==> src/rtl/tcs_defs.svh <==
// Bit positions, bus codes and limits for the tape controller status words.
// Assumes inclusion by bare name from the status word logic.
`ifndef TCS_DEFS_SVH
`define TCS_DEFS_SVH

`define TCS_SW1_POS_UNKNOWN 9
`define TCS_SW1_RESERVED 10
`define TCS_SW1_OP_CHECK 11
`define TCS_SW1_CORR_MEM 12
`define TCS_SW1_NONEXIST 13
`define TCS_SW1_BUS_PARITY 14
`define TCS_SW1_UNCORR_MEM 15

`define TCS_SW2_ONLINE 0
`define TCS_SW2_REWINDING 1
`define TCS_SW2_PROTECT 2
`define TCS_SW2_HIGH_DEN 3
`define TCS_SW2_RATE_ERR 4
`define TCS_SW2_TIMEOUT 10

`define TCS_FC_STATUS2 6'h1a
`define TCS_MIN_WRITE_RANGE 16'h0012
`define TCS_ZERO_RANGE 16'h0000

`endif

==> src/rtl/tcs_pkg.sv <==
// Types shared by the tape controller status word logic.
// Assumes the constants header supplies every bit position and code.
package tcs_pkg;

   // Orders as presented to the status logic
   typedef enum logic [3:0] {
      TCS_ORD_NOP = 4'h0,
      TCS_ORD_READ = 4'h1,
      TCS_ORD_WRITE = 4'h2,
      TCS_ORD_WRITE_MARK = 4'h3,
      TCS_ORD_ERASE = 4'h4,
      TCS_ORD_REWIND = 4'h5,
      TCS_ORD_REWIND_UNLOAD = 4'h6,
      TCS_ORD_OTHER = 4'h7
   } tcs_order_e;

   // Response sequencer for the second status word request
   typedef enum logic [1:0] {
      TCS_RSP_IDLE = 2'b01,
      TCS_RSP_SEND = 2'b10
   } tcs_rsp_e;

endpackage

==> src/rtl/tcs_status_words.sv <==
// Status word logic of a tape controller unit: the error bits of the
// primary status word, the drive bits of the secondary status word and
// the answer to the secondary status request.
// Assumes all bus and drive inputs are synchronous to clk and that each
// event strobe lasts one cycle.
`timescale 1ns/1ps
`include "tcs_defs.svh"

module tcs_status_words #(
   parameter int DUAL_DENSITY = 1
) (
   input wire logic clk, // System clock
   input wire logic reset_n, // Asynchronous reset, active low
   input wire logic initialize, // Initialize command pulse
   input wire logic task_word, // Output task word accepted, pulse
   input wire logic [3:0] order, // Order of that task word
   input wire logic transfer_task, // Task word is a data transfer
   input wire logic task_dir, // Direction of that transfer
   input wire logic chan_dir, // Direction bit from address command
   input wire logic standards_mode, // Standards configuration mode
   input wire logic [15:0] range, // Range register contents
   input wire logic command, // Any command to the channel, pulse
   input wire logic command_nop, // That command is no-operation
   input wire logic drive_ready, // Drive ready
   input wire logic online_switch, // Panel online switch on
   input wire logic panel_rewind, // Panel rewind switch pressed, pulse
   input wire logic rewind_done, // Rewind reached load point, pulse
   input wire logic ring_absent, // Write permit ring missing
   input wire logic density_select_switch, // High density selected
   input wire logic mem_corrected, // Corrected memory error, pulse
   input wire logic mem_uncorrected, // Uncorrected memory error, pulse
   input wire logic bus_nak, // NAK to own request, pulse
   input wire logic out_cycle, // Output bus cycle, pulse
   input wire logic [5:0] func_code, // Function code of that cycle
   input wire logic reply_cycle, // Second-half memory read, pulse
   input wire logic data_par_err, // Data byte parity error
   input wire logic addr_cmd, // Output address command, pulse
   input wire logic addr_par_err, // Address bits 0-7 parity error
   input wire logic [15:0] req_data, // Data bus bits 0-15 of request
   input wire logic [7:0] req_addr, // Address bus bits 0-7 of request
   input wire logic req_addr_par, // Parity of those address bits
   input wire logic status1_read, // Primary status read, pulse
   input wire logic status1_read_ok, // That read was free of error
   input wire logic position_lost, // Position unknown event, pulse
   input wire logic timeout_check, // Time-out check event, pulse
   input wire logic data_late, // Lost input or missing output, pulse
   output logic [15:0] primary_status_word, // Primary status word
   output logic [15:0] secondary_status_word, // Secondary status word
   output logic rsp_valid, // Reply cycle for secondary request
   output logic [23:0] rsp_addr, // Reply address bus bits 0-23
   output logic rsp_addr_par, // Reply parity of address bits 0-7
   output logic [15:0] rsp_data // Reply data, secondary status word
);

   // Elaboration check; a unit has either one density or two
   if (DUAL_DENSITY < 0 || DUAL_DENSITY > 1) begin : g_bad_density
      $error("DUAL_DENSITY must be 0 or 1");
   end


   // Sticky flags and drive state
   logic op_check;
   logic corr_mem;
   logic nonexist;
   logic bus_parity;
   logic uncorr_mem;
   logic pos_unknown;
   logic offline_latch;
   logic rewinding;
   logic rate_err;
   logic timeout_flag;
   tcs_pkg::tcs_rsp_e rsp_state;

   // Order decode
   wire logic ord_write_type;
   wire logic ord_write;
   wire logic ord_read;
   wire logic ord_rewind;
   wire logic ord_unload;
   assign ord_write = order == tcs_pkg::TCS_ORD_WRITE;
   assign ord_read = order == tcs_pkg::TCS_ORD_READ;
   assign ord_write_type = ord_write ||
      order == tcs_pkg::TCS_ORD_WRITE_MARK ||
      order == tcs_pkg::TCS_ORD_ERASE;
   assign ord_rewind = task_word && order == tcs_pkg::TCS_ORD_REWIND;
   assign ord_unload = task_word && order == tcs_pkg::TCS_ORD_REWIND_UNLOAD;

   // Online seen by the subsystem: switch on and not unloaded
   wire logic unit_online;
   assign unit_online = online_switch && !offline_latch;

   // Operation check causes
   wire logic oc_protect;
   wire logic oc_dir;
   wire logic oc_range;
   wire logic oc_offline;
   wire logic oc_set;
   assign oc_protect = task_word && ord_write_type && ring_absent;
   assign oc_dir = task_word && transfer_task && task_dir != chan_dir;
   assign oc_range = task_word && transfer_task && standards_mode && (
      ((ord_read || ord_write) && range == `TCS_ZERO_RANGE) ||
      (ord_write && range < `TCS_MIN_WRITE_RANGE));
   assign oc_offline = command && !command_nop &&
      (!unit_online || !drive_ready);
   assign oc_set = oc_protect || oc_dir || oc_range || oc_offline;

   // Parity causes; odd function code marks an output cycle
   wire logic par_set;
   assign par_set = (data_par_err && ((out_cycle && func_code[0]) ||
      reply_cycle)) || (addr_cmd && addr_par_err);

   // Clear terms; task word clears most error flags
   wire logic clr_task;
   wire logic clr_nonexist;
   wire logic clr_parity;
   assign clr_task = initialize || task_word;
   assign clr_nonexist = clr_task || status1_read;
   assign clr_parity = initialize || (status1_read && status1_read_ok);

   // Secondary request decode
   wire logic rsp_req;
   assign rsp_req = out_cycle && func_code == `TCS_FC_STATUS2;

   // Next flag values: set wins over clear so no event is lost
   wire logic next_op_check;
   wire logic next_corr_mem;
   wire logic next_nonexist;
   wire logic next_bus_parity;
   wire logic next_uncorr_mem;
   wire logic next_pos_unknown;
   wire logic next_rate_err;
   wire logic next_timeout;
   assign next_op_check = oc_set || (op_check && !clr_task);
   assign next_corr_mem = mem_corrected || (corr_mem && !clr_task);
   assign next_nonexist = bus_nak || (nonexist && !clr_nonexist);
   assign next_bus_parity = par_set || (bus_parity && !clr_parity);
   assign next_uncorr_mem = mem_uncorrected ||
      (uncorr_mem && !clr_task);
   assign next_timeout = timeout_check || (timeout_flag && !clr_task);
   assign next_pos_unknown = position_lost || timeout_check ||
      (pos_unknown && !clr_task);
   // Only a status bit; the transfer is never stopped from here
   assign next_rate_err = data_late || (rate_err && !clr_task);

   // Rewind in progress from command or panel until load point
   wire logic next_rewinding;
   assign next_rewinding = ord_rewind || ord_unload || panel_rewind ||
      (rewinding && !rewind_done && !initialize);

   // Unload latch released when the operator cycles the switch off
   wire logic next_offline;
   assign next_offline = ord_unload || (offline_latch && online_switch);

   // Status word assembly; unused positions stay zero
   logic [15:0] next_sw1;
   logic [15:0] next_sw2;
   wire logic high_den;
   assign high_den = (DUAL_DENSITY == 1) && density_select_switch;
   always_comb begin
      next_sw1 = 16'h0000;
      next_sw1[`TCS_SW1_POS_UNKNOWN] = next_pos_unknown;
      next_sw1[`TCS_SW1_OP_CHECK] = next_op_check;
      next_sw1[`TCS_SW1_CORR_MEM] = next_corr_mem;
      next_sw1[`TCS_SW1_NONEXIST] = next_nonexist;
      next_sw1[`TCS_SW1_BUS_PARITY] = next_bus_parity;
      next_sw1[`TCS_SW1_UNCORR_MEM] = next_uncorr_mem;
   end
   always_comb begin
      next_sw2 = 16'h0000;
      next_sw2[`TCS_SW2_ONLINE] = online_switch && !next_offline;
      next_sw2[`TCS_SW2_REWINDING] = next_rewinding;
      next_sw2[`TCS_SW2_PROTECT] = ring_absent;
      next_sw2[`TCS_SW2_HIGH_DEN] = high_den;
      next_sw2[`TCS_SW2_RATE_ERR] = next_rate_err;
      next_sw2[`TCS_SW2_TIMEOUT] = next_timeout;
   end

   // Operation check; cleared by initialize or a task word
   always_ff @(posedge clk or negedge reset_n) begin
      if (!reset_n) begin
         op_check <= 1'b0;
      end else begin
         op_check <= next_op_check;
      end
   end

   // Corrected memory error; the data itself was usable
   always_ff @(posedge clk or negedge reset_n) begin
      if (!reset_n) begin
         corr_mem <= 1'b0;
      end else begin
         corr_mem <= next_corr_mem;
      end
   end

   // Nonexistent resource; a primary status read clears it too
   always_ff @(posedge clk or negedge reset_n) begin
      if (!reset_n) begin
         nonexist <= 1'b0;
      end else begin
         nonexist <= next_nonexist;
      end
   end

   // Bus parity; survives task words so the host still sees it
   always_ff @(posedge clk or negedge reset_n) begin
      if (!reset_n) begin
         bus_parity <= 1'b0;
      end else begin
         bus_parity <= next_bus_parity;
      end
   end

   // Uncorrected memory error; the transfer keeps running
   always_ff @(posedge clk or negedge reset_n) begin
      if (!reset_n) begin
         uncorr_mem <= 1'b0;
      end else begin
         uncorr_mem <= next_uncorr_mem;
      end
   end

   // Position unknown; also follows the time-out flag
   always_ff @(posedge clk or negedge reset_n) begin
      if (!reset_n) begin
         pos_unknown <= 1'b0;
      end else begin
         pos_unknown <= next_pos_unknown;
      end
   end

   // Rate error; status only, the data path never waits on it
   always_ff @(posedge clk or negedge reset_n) begin
      if (!reset_n) begin
         rate_err <= 1'b0;
      end else begin
         rate_err <= next_rate_err;
      end
   end

   // Time-out check flag, shown in bit 10 of the secondary word
   always_ff @(posedge clk or negedge reset_n) begin
      if (!reset_n) begin
         timeout_flag <= 1'b0;
      end else begin
         timeout_flag <= next_timeout;
      end
   end

   // Rewinding until load point or initialize
   always_ff @(posedge clk or negedge reset_n) begin
      if (!reset_n) begin
         rewinding <= 1'b0;
      end else begin
         rewinding <= next_rewinding;
      end
   end

   // Unload latch; the operator must cycle the switch to go online
   always_ff @(posedge clk or negedge reset_n) begin
      if (!reset_n) begin
         offline_latch <= 1'b0;
      end else begin
         offline_latch <= next_offline;
      end
   end

   // Primary word, one cycle behind its causes
   always_ff @(posedge clk or negedge reset_n) begin
      if (!reset_n) begin
         primary_status_word <= 16'h0000;
      end else begin
         primary_status_word <= next_sw1;
      end
   end

   // Secondary word; drive levels show up one cycle late
   always_ff @(posedge clk or negedge reset_n) begin
      if (!reset_n) begin
         secondary_status_word <= 16'h0000;
      end else begin
         secondary_status_word <= next_sw2;
      end
   end

   // Reply sequencer: one reply cycle the edge after the request
   tcs_pkg::tcs_rsp_e next_rsp_state;
   always_comb begin
      next_rsp_state = rsp_state;
      unique case (rsp_state)
         tcs_pkg::TCS_RSP_IDLE: begin
            if (rsp_req) begin
               next_rsp_state = tcs_pkg::TCS_RSP_SEND;
            end
         end
         tcs_pkg::TCS_RSP_SEND: begin
            next_rsp_state = rsp_req ? tcs_pkg::TCS_RSP_SEND :
               tcs_pkg::TCS_RSP_IDLE;
         end
      endcase
   end

   // Echo fields captured with the request; held between replies
   always_ff @(posedge clk or negedge reset_n) begin
      if (!reset_n) begin
         rsp_state <= tcs_pkg::TCS_RSP_IDLE;
         rsp_valid <= 1'b0;
         rsp_addr <= 24'h000000;
         rsp_addr_par <= 1'b0;
         rsp_data <= 16'h0000;
      end else begin
         rsp_state <= next_rsp_state;
         rsp_valid <= next_rsp_state == tcs_pkg::TCS_RSP_SEND;
         if (rsp_req) begin
            rsp_addr <= {req_data, req_addr};
            rsp_addr_par <= req_addr_par;
            rsp_data <= next_sw2;
         end
      end
   end

endmodule

==> config.mk <==
export PLATFORM = sky130hd
export DESIGN_NAME = tcs_status_words
export DESIGN_NICKNAME = d
export VERILOG_FILES = /design/src/rtl/tcs_pkg.sv /design/src/rtl/tcs_status_words.sv
export VERILOG_INCLUDE_DIRS = /design/src /design/src/rtl
export SDC_FILE = /design/constraint.sdc
export NUM_CORES = 1
export LEC_CHECK = 0
export BUFFER_PORTS_ARGS = -buffer_cell sky130_fd_sc_hd__clkbuf_2
export CORE_ASPECT_RATIO = 0.75
export CORE_MARGIN = 1.5
export CORE_UTILIZATION = 37
export CTS_CLUSTER_SIZE = 30
export DETAILED_ROUTE_END_ITERATION = 7
export PLACE_DENSITY = 0.85
export SETUP_SLACK_MARGIN = 0.02
export SYNTH_ARGS = -nofsm -noshare
export SYNTH_HDL_FRONTEND = slang
export SYNTH_SLANG_ARGS = --single-unit
==> constraint.sdc <==
create_clock -name clk -period 1.2 [get_ports clk]
set_input_delay 0 -clock clk [delete_from_list [all_inputs] [get_ports clk]]
set_output_delay 0 -clock clk [all_outputs]
set_load 0.01 [all_outputs]
==> results.md, run 1 <==
* Synthesis-to-layout area growth at 48.9%
* Crit path max-delay family: flip-flops
* First-pass GRT wire length at a little under 8 mm
* R2R depth at 3
* Placed cells at between 300 and 400
* Pwr Density at around 1200 mW/mm^2
* Initial DRC count at 44
* Worst hold path startpoint: status1_read
* Vias in the first global route at about 1700
* Htree depth at 2
* Leading area contributor after synthesis: dfrtp_1
* Total track usage at between 10% and 20%
* Cell Count, Final, Fillers Out at ~400
* Initial antenna violation count at 0
* Crit path launch: secondary_status_word[1]
* Ports at between 150 and 200
* Critical Path Stages at 3
* Met2 capacity usage during global routing at between 30% and 40%
* Clk pin slew, worst setup/hold paths at 0.08 ns
* Syn avg cell area at between 10 and 15 sq um
* Die footprint at between 0.006 and 0.007 sq mm
* Hold Vio Cnt, Final at 0
* Final Skew at roughly 0.0035 ns
* Hold path depth at 3
* Post-synthesis sequential area ratio at between 50% and 60%
* Critical Path Start Type: flip-flop
* Synth Warn # at 0
* Kind of critical path: reg2reg
* Initial core utilization at roughly two fifths
* Worst-case clock buffer depth at 2
* Synth Instances at 162
* Launch point of the worst reg-to-reg path: secondary_status_word[1]
* Avg Vias per Cell at ~4.3
* Die Y at around 69 microns
* Worst path required time at 1.37 ns
* Critical path buffers and inverters at 0
* Post-synth top area share at 53.0%
* Fmax achieved at slightly below 900 MHz
* Final setup fails at 0
* Die width at ~90 microns
* Max VDD drop at a little under 0.0006 V
* Fin crit period at ~1.2 ns
* RSZ-0062 raised after global routing: no
* CP Data Arrival Time at 1.33 ns
* Clk_lat worst skew at around 0.29 ns
* #FFs+latches synth at 45
* Critical path peak fanout at 2
* Max-cap check violation count at 0
* Tightest Hold Check Type: in2reg
* Filler cell count at 460
* PortBufs at approximately 120
* Fin crit share at 96.0%
* GPL Wtd Cong at approximately 0.8
* Worst-path cell chain: nor3b_1, a311o_1, mux2_2
* Pins Over Slew Limit at 0
* Setup_tns at 0 ns
* Placed Area at around 0.0027 sq mm
* GR peak layer: met2
* Slowest CP cell: dfrtp_1
* Core Area at approximately 0.0054 sq mm
* Post-synthesis cell type count at 29
* Most frequent cells in the layout: clkbuf_2 (123), dfrtp_1 (45), dlygate4sd3_1 (39)
* Cell Area, Synth at 0.00212 sq mm
* # rows at 23
* Root buffer cell: clkbuf_8
* CTS Sinks at between 40 and 50
* Worst slew pin tran at 0.558 ns
* Final Cell Area at between 0.003 and 0.004 sq mm
* Num CTS Buffers at 5
* Dpl hpwl at ~3.6 mm
* Routed Antenna Nets at 0
* Status: complete, no violations
* Grt total ovfl at 0
* CP peak stage delay at 0.37 ns
* Antenna Cells at 0
* Largest net degree at the start of global routing at 46
* Pleak at between 1.5 and 2 nW
* Post-CTS Setup Bufs at 0
* Fraction of layout cells with a size suffix above 1 at between 40 and 50%
* Most common cell after layout, fill and taps aside: clkbuf_2
* Final Core Density at 58.1%
* Post-Route WL at 5.17 mm
* Worst slew margin at 62.7%
* Post-CTS sizing at 0
* Worst setup EP type: flip-flop
* Area contributors post-synth: dfrtp_1 (53%), buf_4 (14%), mux2_2 (12%), mux2_1 (4.2%), a21o_1 (2.5%)
* CTS tree: yes
* Met1 global-route usage at between 10% and 20%
* Global-route track usage on met3 at 4.61%
* DRC violations left at 0
* Vias at ~1700
* Per-cell routed wire length at 13.1 microns
* Pre-antenna DRT Iters at 4
* Final net count at 400
[kinds of logic (layout without fill, tap and decap cells)]
| logic type | after synthesis | count (layout) | share of synthesized area, % |
|---|---|---|---|
| xor gates and xnor gates | 2 | 2 | 0.825 |
| muxes | 31 | 31 | 16.4 |
| AOI/OAI and AO/OA | 16 | 16 | 5.83 |
| DFF | 45 | 45 | 53.0 |
| and+or+nand+nor | 23 | 23 | 7.96 |
| other | 1 | 30 | 0.177 |
| buffers and inverters | 44 | 174 | 15.7 |
[final cells by class]
cell class	instances	area [sq um]	share of cell area, %
clock inverters	1	30.0	0.950
repair buffers	164	1050	33.1
flip-flops and latches	45	1130	35.6
multi-input cells	102	772	24.4
well taps	75	93.8	2.97
inverters	2	7.51	0.237
clock buffers	7	86.3	2.73
[worst paths after layout]
| check | endpoint | slack (ns) |
|---|---|---|
| setup / recovery | rsp_data[1] | 0.05 |
| hold / removal | primary_status_word[13] | 0.01 |
| setup reg to reg | rsp_data[1] | 0.05 |
| hold reg to reg | primary_status_word[15] | 0.48 |
| max in group asynchronous | secondary_status_word[1] | 0.74 |
| min in group asynchronous | rsp_data[2] | 0.24 |
[what timing repair did]
action / 4_1_cts / 5_1_grt
setup endpoints to repair: 1 / 0
hold endpoints to repair: 84 / 0
hold buffers: 39 / 0
[worst min-delay path, stage by stage]
cell,delay [ns]
clkbuf_2,0.09
inv_1,0.05
a31o_2,0.13
[flip-flops by register name, summed over array words and instances, names as in the netlist]
name / cells
offline_latch: 1
rsp_valid: 1
primary_status_word: 6
rsp_addr_par: 1
rsp_addr: 24
rsp_data: 6
secondary_status_word: 6
[per-layer routing]
layer	vias up	wire length [microns]	part of all wire, %
met4	0	13	0.25
met3	2	317	6.1
li1	816	-	-
met2	79	2770	53
met5	-	0	0
met1	818	2070	40
[cell usage after synthesis]
cell,n
a211o_1,1
nor2_1,4
nor2b_1,3
buf_4,39
a32oi_1,1
nor3_1,1
nor3b_1,3
conb_1,1
a211oi_1,1
o211ai_1,1
o21ai_0,2
nand3b_1,2
buf_6,3
xor2_1,2
nor4b_1,2
and3_1,1
nand2_1,1
a311o_1,1
mux2_1,8
nor3_4,1
nor4_1,1
a221o_1,1
dfrtp_1,45
a31o_2,1
a21o_1,7
nand3_1,3
nand4bb_4,1
inv_1,2
mux2_2,23
[through the flow]
step / total power (W) / worst slack (ns) / hold slack, ns
2_1_floorplan: 0.00220 / 0.0238 / -0.296
3_3_place_gp: 0.00247 / -0.0197 / 0.000269
3_5_place_dp: 0.00250 / -0.0913 / 0.00865
4_1_cts: 0.00378 / 0.0462 / 0.0000517
5_1_grt: 0.00392 / 0.0226 / 0.0202
6_report: 0.00373 / 0.0482 / 0.0127
[power breakdown]
| part | total [W] | switching (W) | leakage [nW] | internal (W) |
|---|---|---|---|---|
| combinational | 0.000794 | 0.000368 | 1.09 | 0.000426 |
| sequential | 0.00178 | 0.0000929 | 0.576 | 0.00169 |
| clock | 0.00116 | 0.000482 | 0.0585 | 0.000679 |
Note: power is estimated with default switching activity, not from simulation.
==> inputs of run 2 (changes only) <==
Settings changed: RECOVER_POWER set to 25.
==> results.md, run 2 (synthesis gave the netlist of run 1 again) <==
* Total Power at around 0.0037 W
* GPL Wtd Cong at ~0.79
* Pre-antenna DRT Iters at 4
* Post-CTS sizing at 0
* Routed Antenna Nets at 0
* Kind of critical path: reg2reg
* Worst-case clock buffer depth at 2
* Per-cell routed wire length at between 10 and 15 microns
* Worst setup EP type: flip-flop
* Post-Route WL at between 5 and 6 mm
* Placed cells at 349
* Core Area at 0.00544 sq mm
* Initial core utilization at 39.0%
* Vias at 1716
* Worst slew margin at around three fifths
* Fin crit period at 1.15 ns
* Post-CTS Setup Bufs at 0
* Placed Area at ~0.0027 sq mm
* Avg Vias per Cell at 4.33
* PortBufs at around 120
* Hold Vio Cnt, Final at 0
* Htree depth at 2
* Die width at 90.5 microns
* Root buffer cell: clkbuf_8
* Initial antenna violation count at 0
* Worst-path cell chain: nor3b_1, a311o_1, mux2_2
* Final Skew at a little over 0.004 ns
* Slowest CP cell: dfrtp_1
* # rows at 23
* Most flop-heavy register: rsp_addr
* Critical path peak fanout at 2
* CTS tree: yes
* Vias in the first global route at between 1500 and 2000
* Tightest Hold Check Type: in2reg
* Fin crit share at a little over nine tenths
* Worst path required time at around 1.4 ns
* Final Cell Area at 0.00315 sq mm
* Clk pin slew, worst setup/hold paths at roughly 0.08 ns
* Final net count at 400
* Grt total ovfl at 0
* RSZ-0062 raised after global routing: no
* Die Y at ~69 microns
* Total track usage at 16.1%
* CP peak stage delay at about 0.37 ns
* Dpl hpwl at ~3.6 mm
* Worst slew pin tran at 0.608 ns
* Most common cell after layout, fill and taps aside: clkbuf_2
* Max VDD drop at around 0.00059 V
* Fmax achieved at slightly below 900 MHz
* Ports at roughly 150
* Largest net degree at the start of global routing at between 40 and 50
* First-pass GRT wire length at between 7 and 8 mm
* Status: complete, no violations
* Pleak at around 1.7 nW
* Most frequent cells in the layout: clkbuf_2 (121), dfrtp_1 (45), dlygate4sd3_1 (39)
* CTS Sinks at 45
* Initial DRC count at 28
* Max-cap check violation count at 0
* Critical Path Start Type: flip-flop
* DRC violations left at 0
* Synthesis-to-layout area growth at 48.2%
* Die footprint at 0.00621 sq mm
* Pwr Density at around 1200 mW/mm^2
* Cell Count, Final, Fillers Out at around 400
* Num CTS Buffers at 5
* Max reg flops at 24
* Clk_lat worst skew at 0.29 ns
* Pins Over Slew Limit at 0
* CP Data Arrival Time at 1.33 ns
* Antenna Cells at 0
* Final setup fails at 0
* Fraction of layout cells with a size suffix above 1 at approximately half
run 2: cell count changes in the layout (fill, tap and decap cells not counted):
cell	before	now
buf_12	2	1
clkbuf_1	1	3
clkbuf_2	123	121
clkbuf_4	0	1
run 2: layout make-up:
cell class	instances	area [sq um]
Timing Repair Buffer	164	1030
Clock buffer	7	86.3
Fill cell	461	2290
Multi-Input combinational cell	102	772
Inverter	2	7.51
Clock inverter	1	30.0
Tap cell	75	93.8
Sequential cell	45	1130
run 2: what timing repair did:
item / 4_1_cts / 5_1_grt
hold buffers: 39 / 0
endpoints found under the setup margin: 1 / 0
hold endpoints to repair: 84 / 0
run 2: stage by stage:
step	worst slack [ns]	setup TNS [ns]	util, %	hold slack [ns]
detailed placement	-0.0913	-2.12	48.8	0.00865
global route	0.0226	0	57.9	0.0202
CTS	0.0462	0	58.1	0.0000517
global placement	-0.0197	-0.469	48.8	0.000269
finish	0.0477	0	57.9	0.0124
floorplan	0.0238	0	-	-0.296
run 2: worst max-delay path, delay by kind of cell, from the launching register on:
kind / cells / cell delay, ns
compound gates: 1 / 0.28
flops: 1 / 0.37
mux: 1 / 0.26
simple gates: 1 / 0.13
run 2: final timing paths:
| kind | depth (start not counted) | from | slack (ns) | end |
|---|---|---|---|---|
| max | 3 | secondary_status_word[1] | 0.05 | rsp_data[1] |
| max in group asynchronous | 3 | reset_n | 0.40 | primary_status_word[9] |
| max reg2reg | 3 | secondary_status_word[1] | 0.05 | rsp_data[1] |
| min reg2reg | 1 | primary_status_word[15] | 0.48 | primary_status_word[15] |
| min in group asynchronous | 3 | reset_n | 0.38 | rsp_addr[23] |
| min | 3 | status1_read | 0.01 | primary_status_word[13] |
run 2: layer usage:
layer	routed length, microns	up-vias	part of all wire (%)	global-route usage, %
met5	0	-	0	0
met4	13	0	0.25	3.77
met3	310	2	6.0	4.61
met2	2800	79	54	30.7
met1	2060	821	40	18.2
li1	-	814	-	-
run 2: power breakdown:
| group | switching (W) | internal [W] | leakage, nW |
|---|---|---|---|
| sequential | 0.0000935 | 0.00169 | 0.576 |
| clock | 0.000483 | 0.000679 | 0.0585 |
| combinational | 0.000367 | 0.000420 | 1.08 |
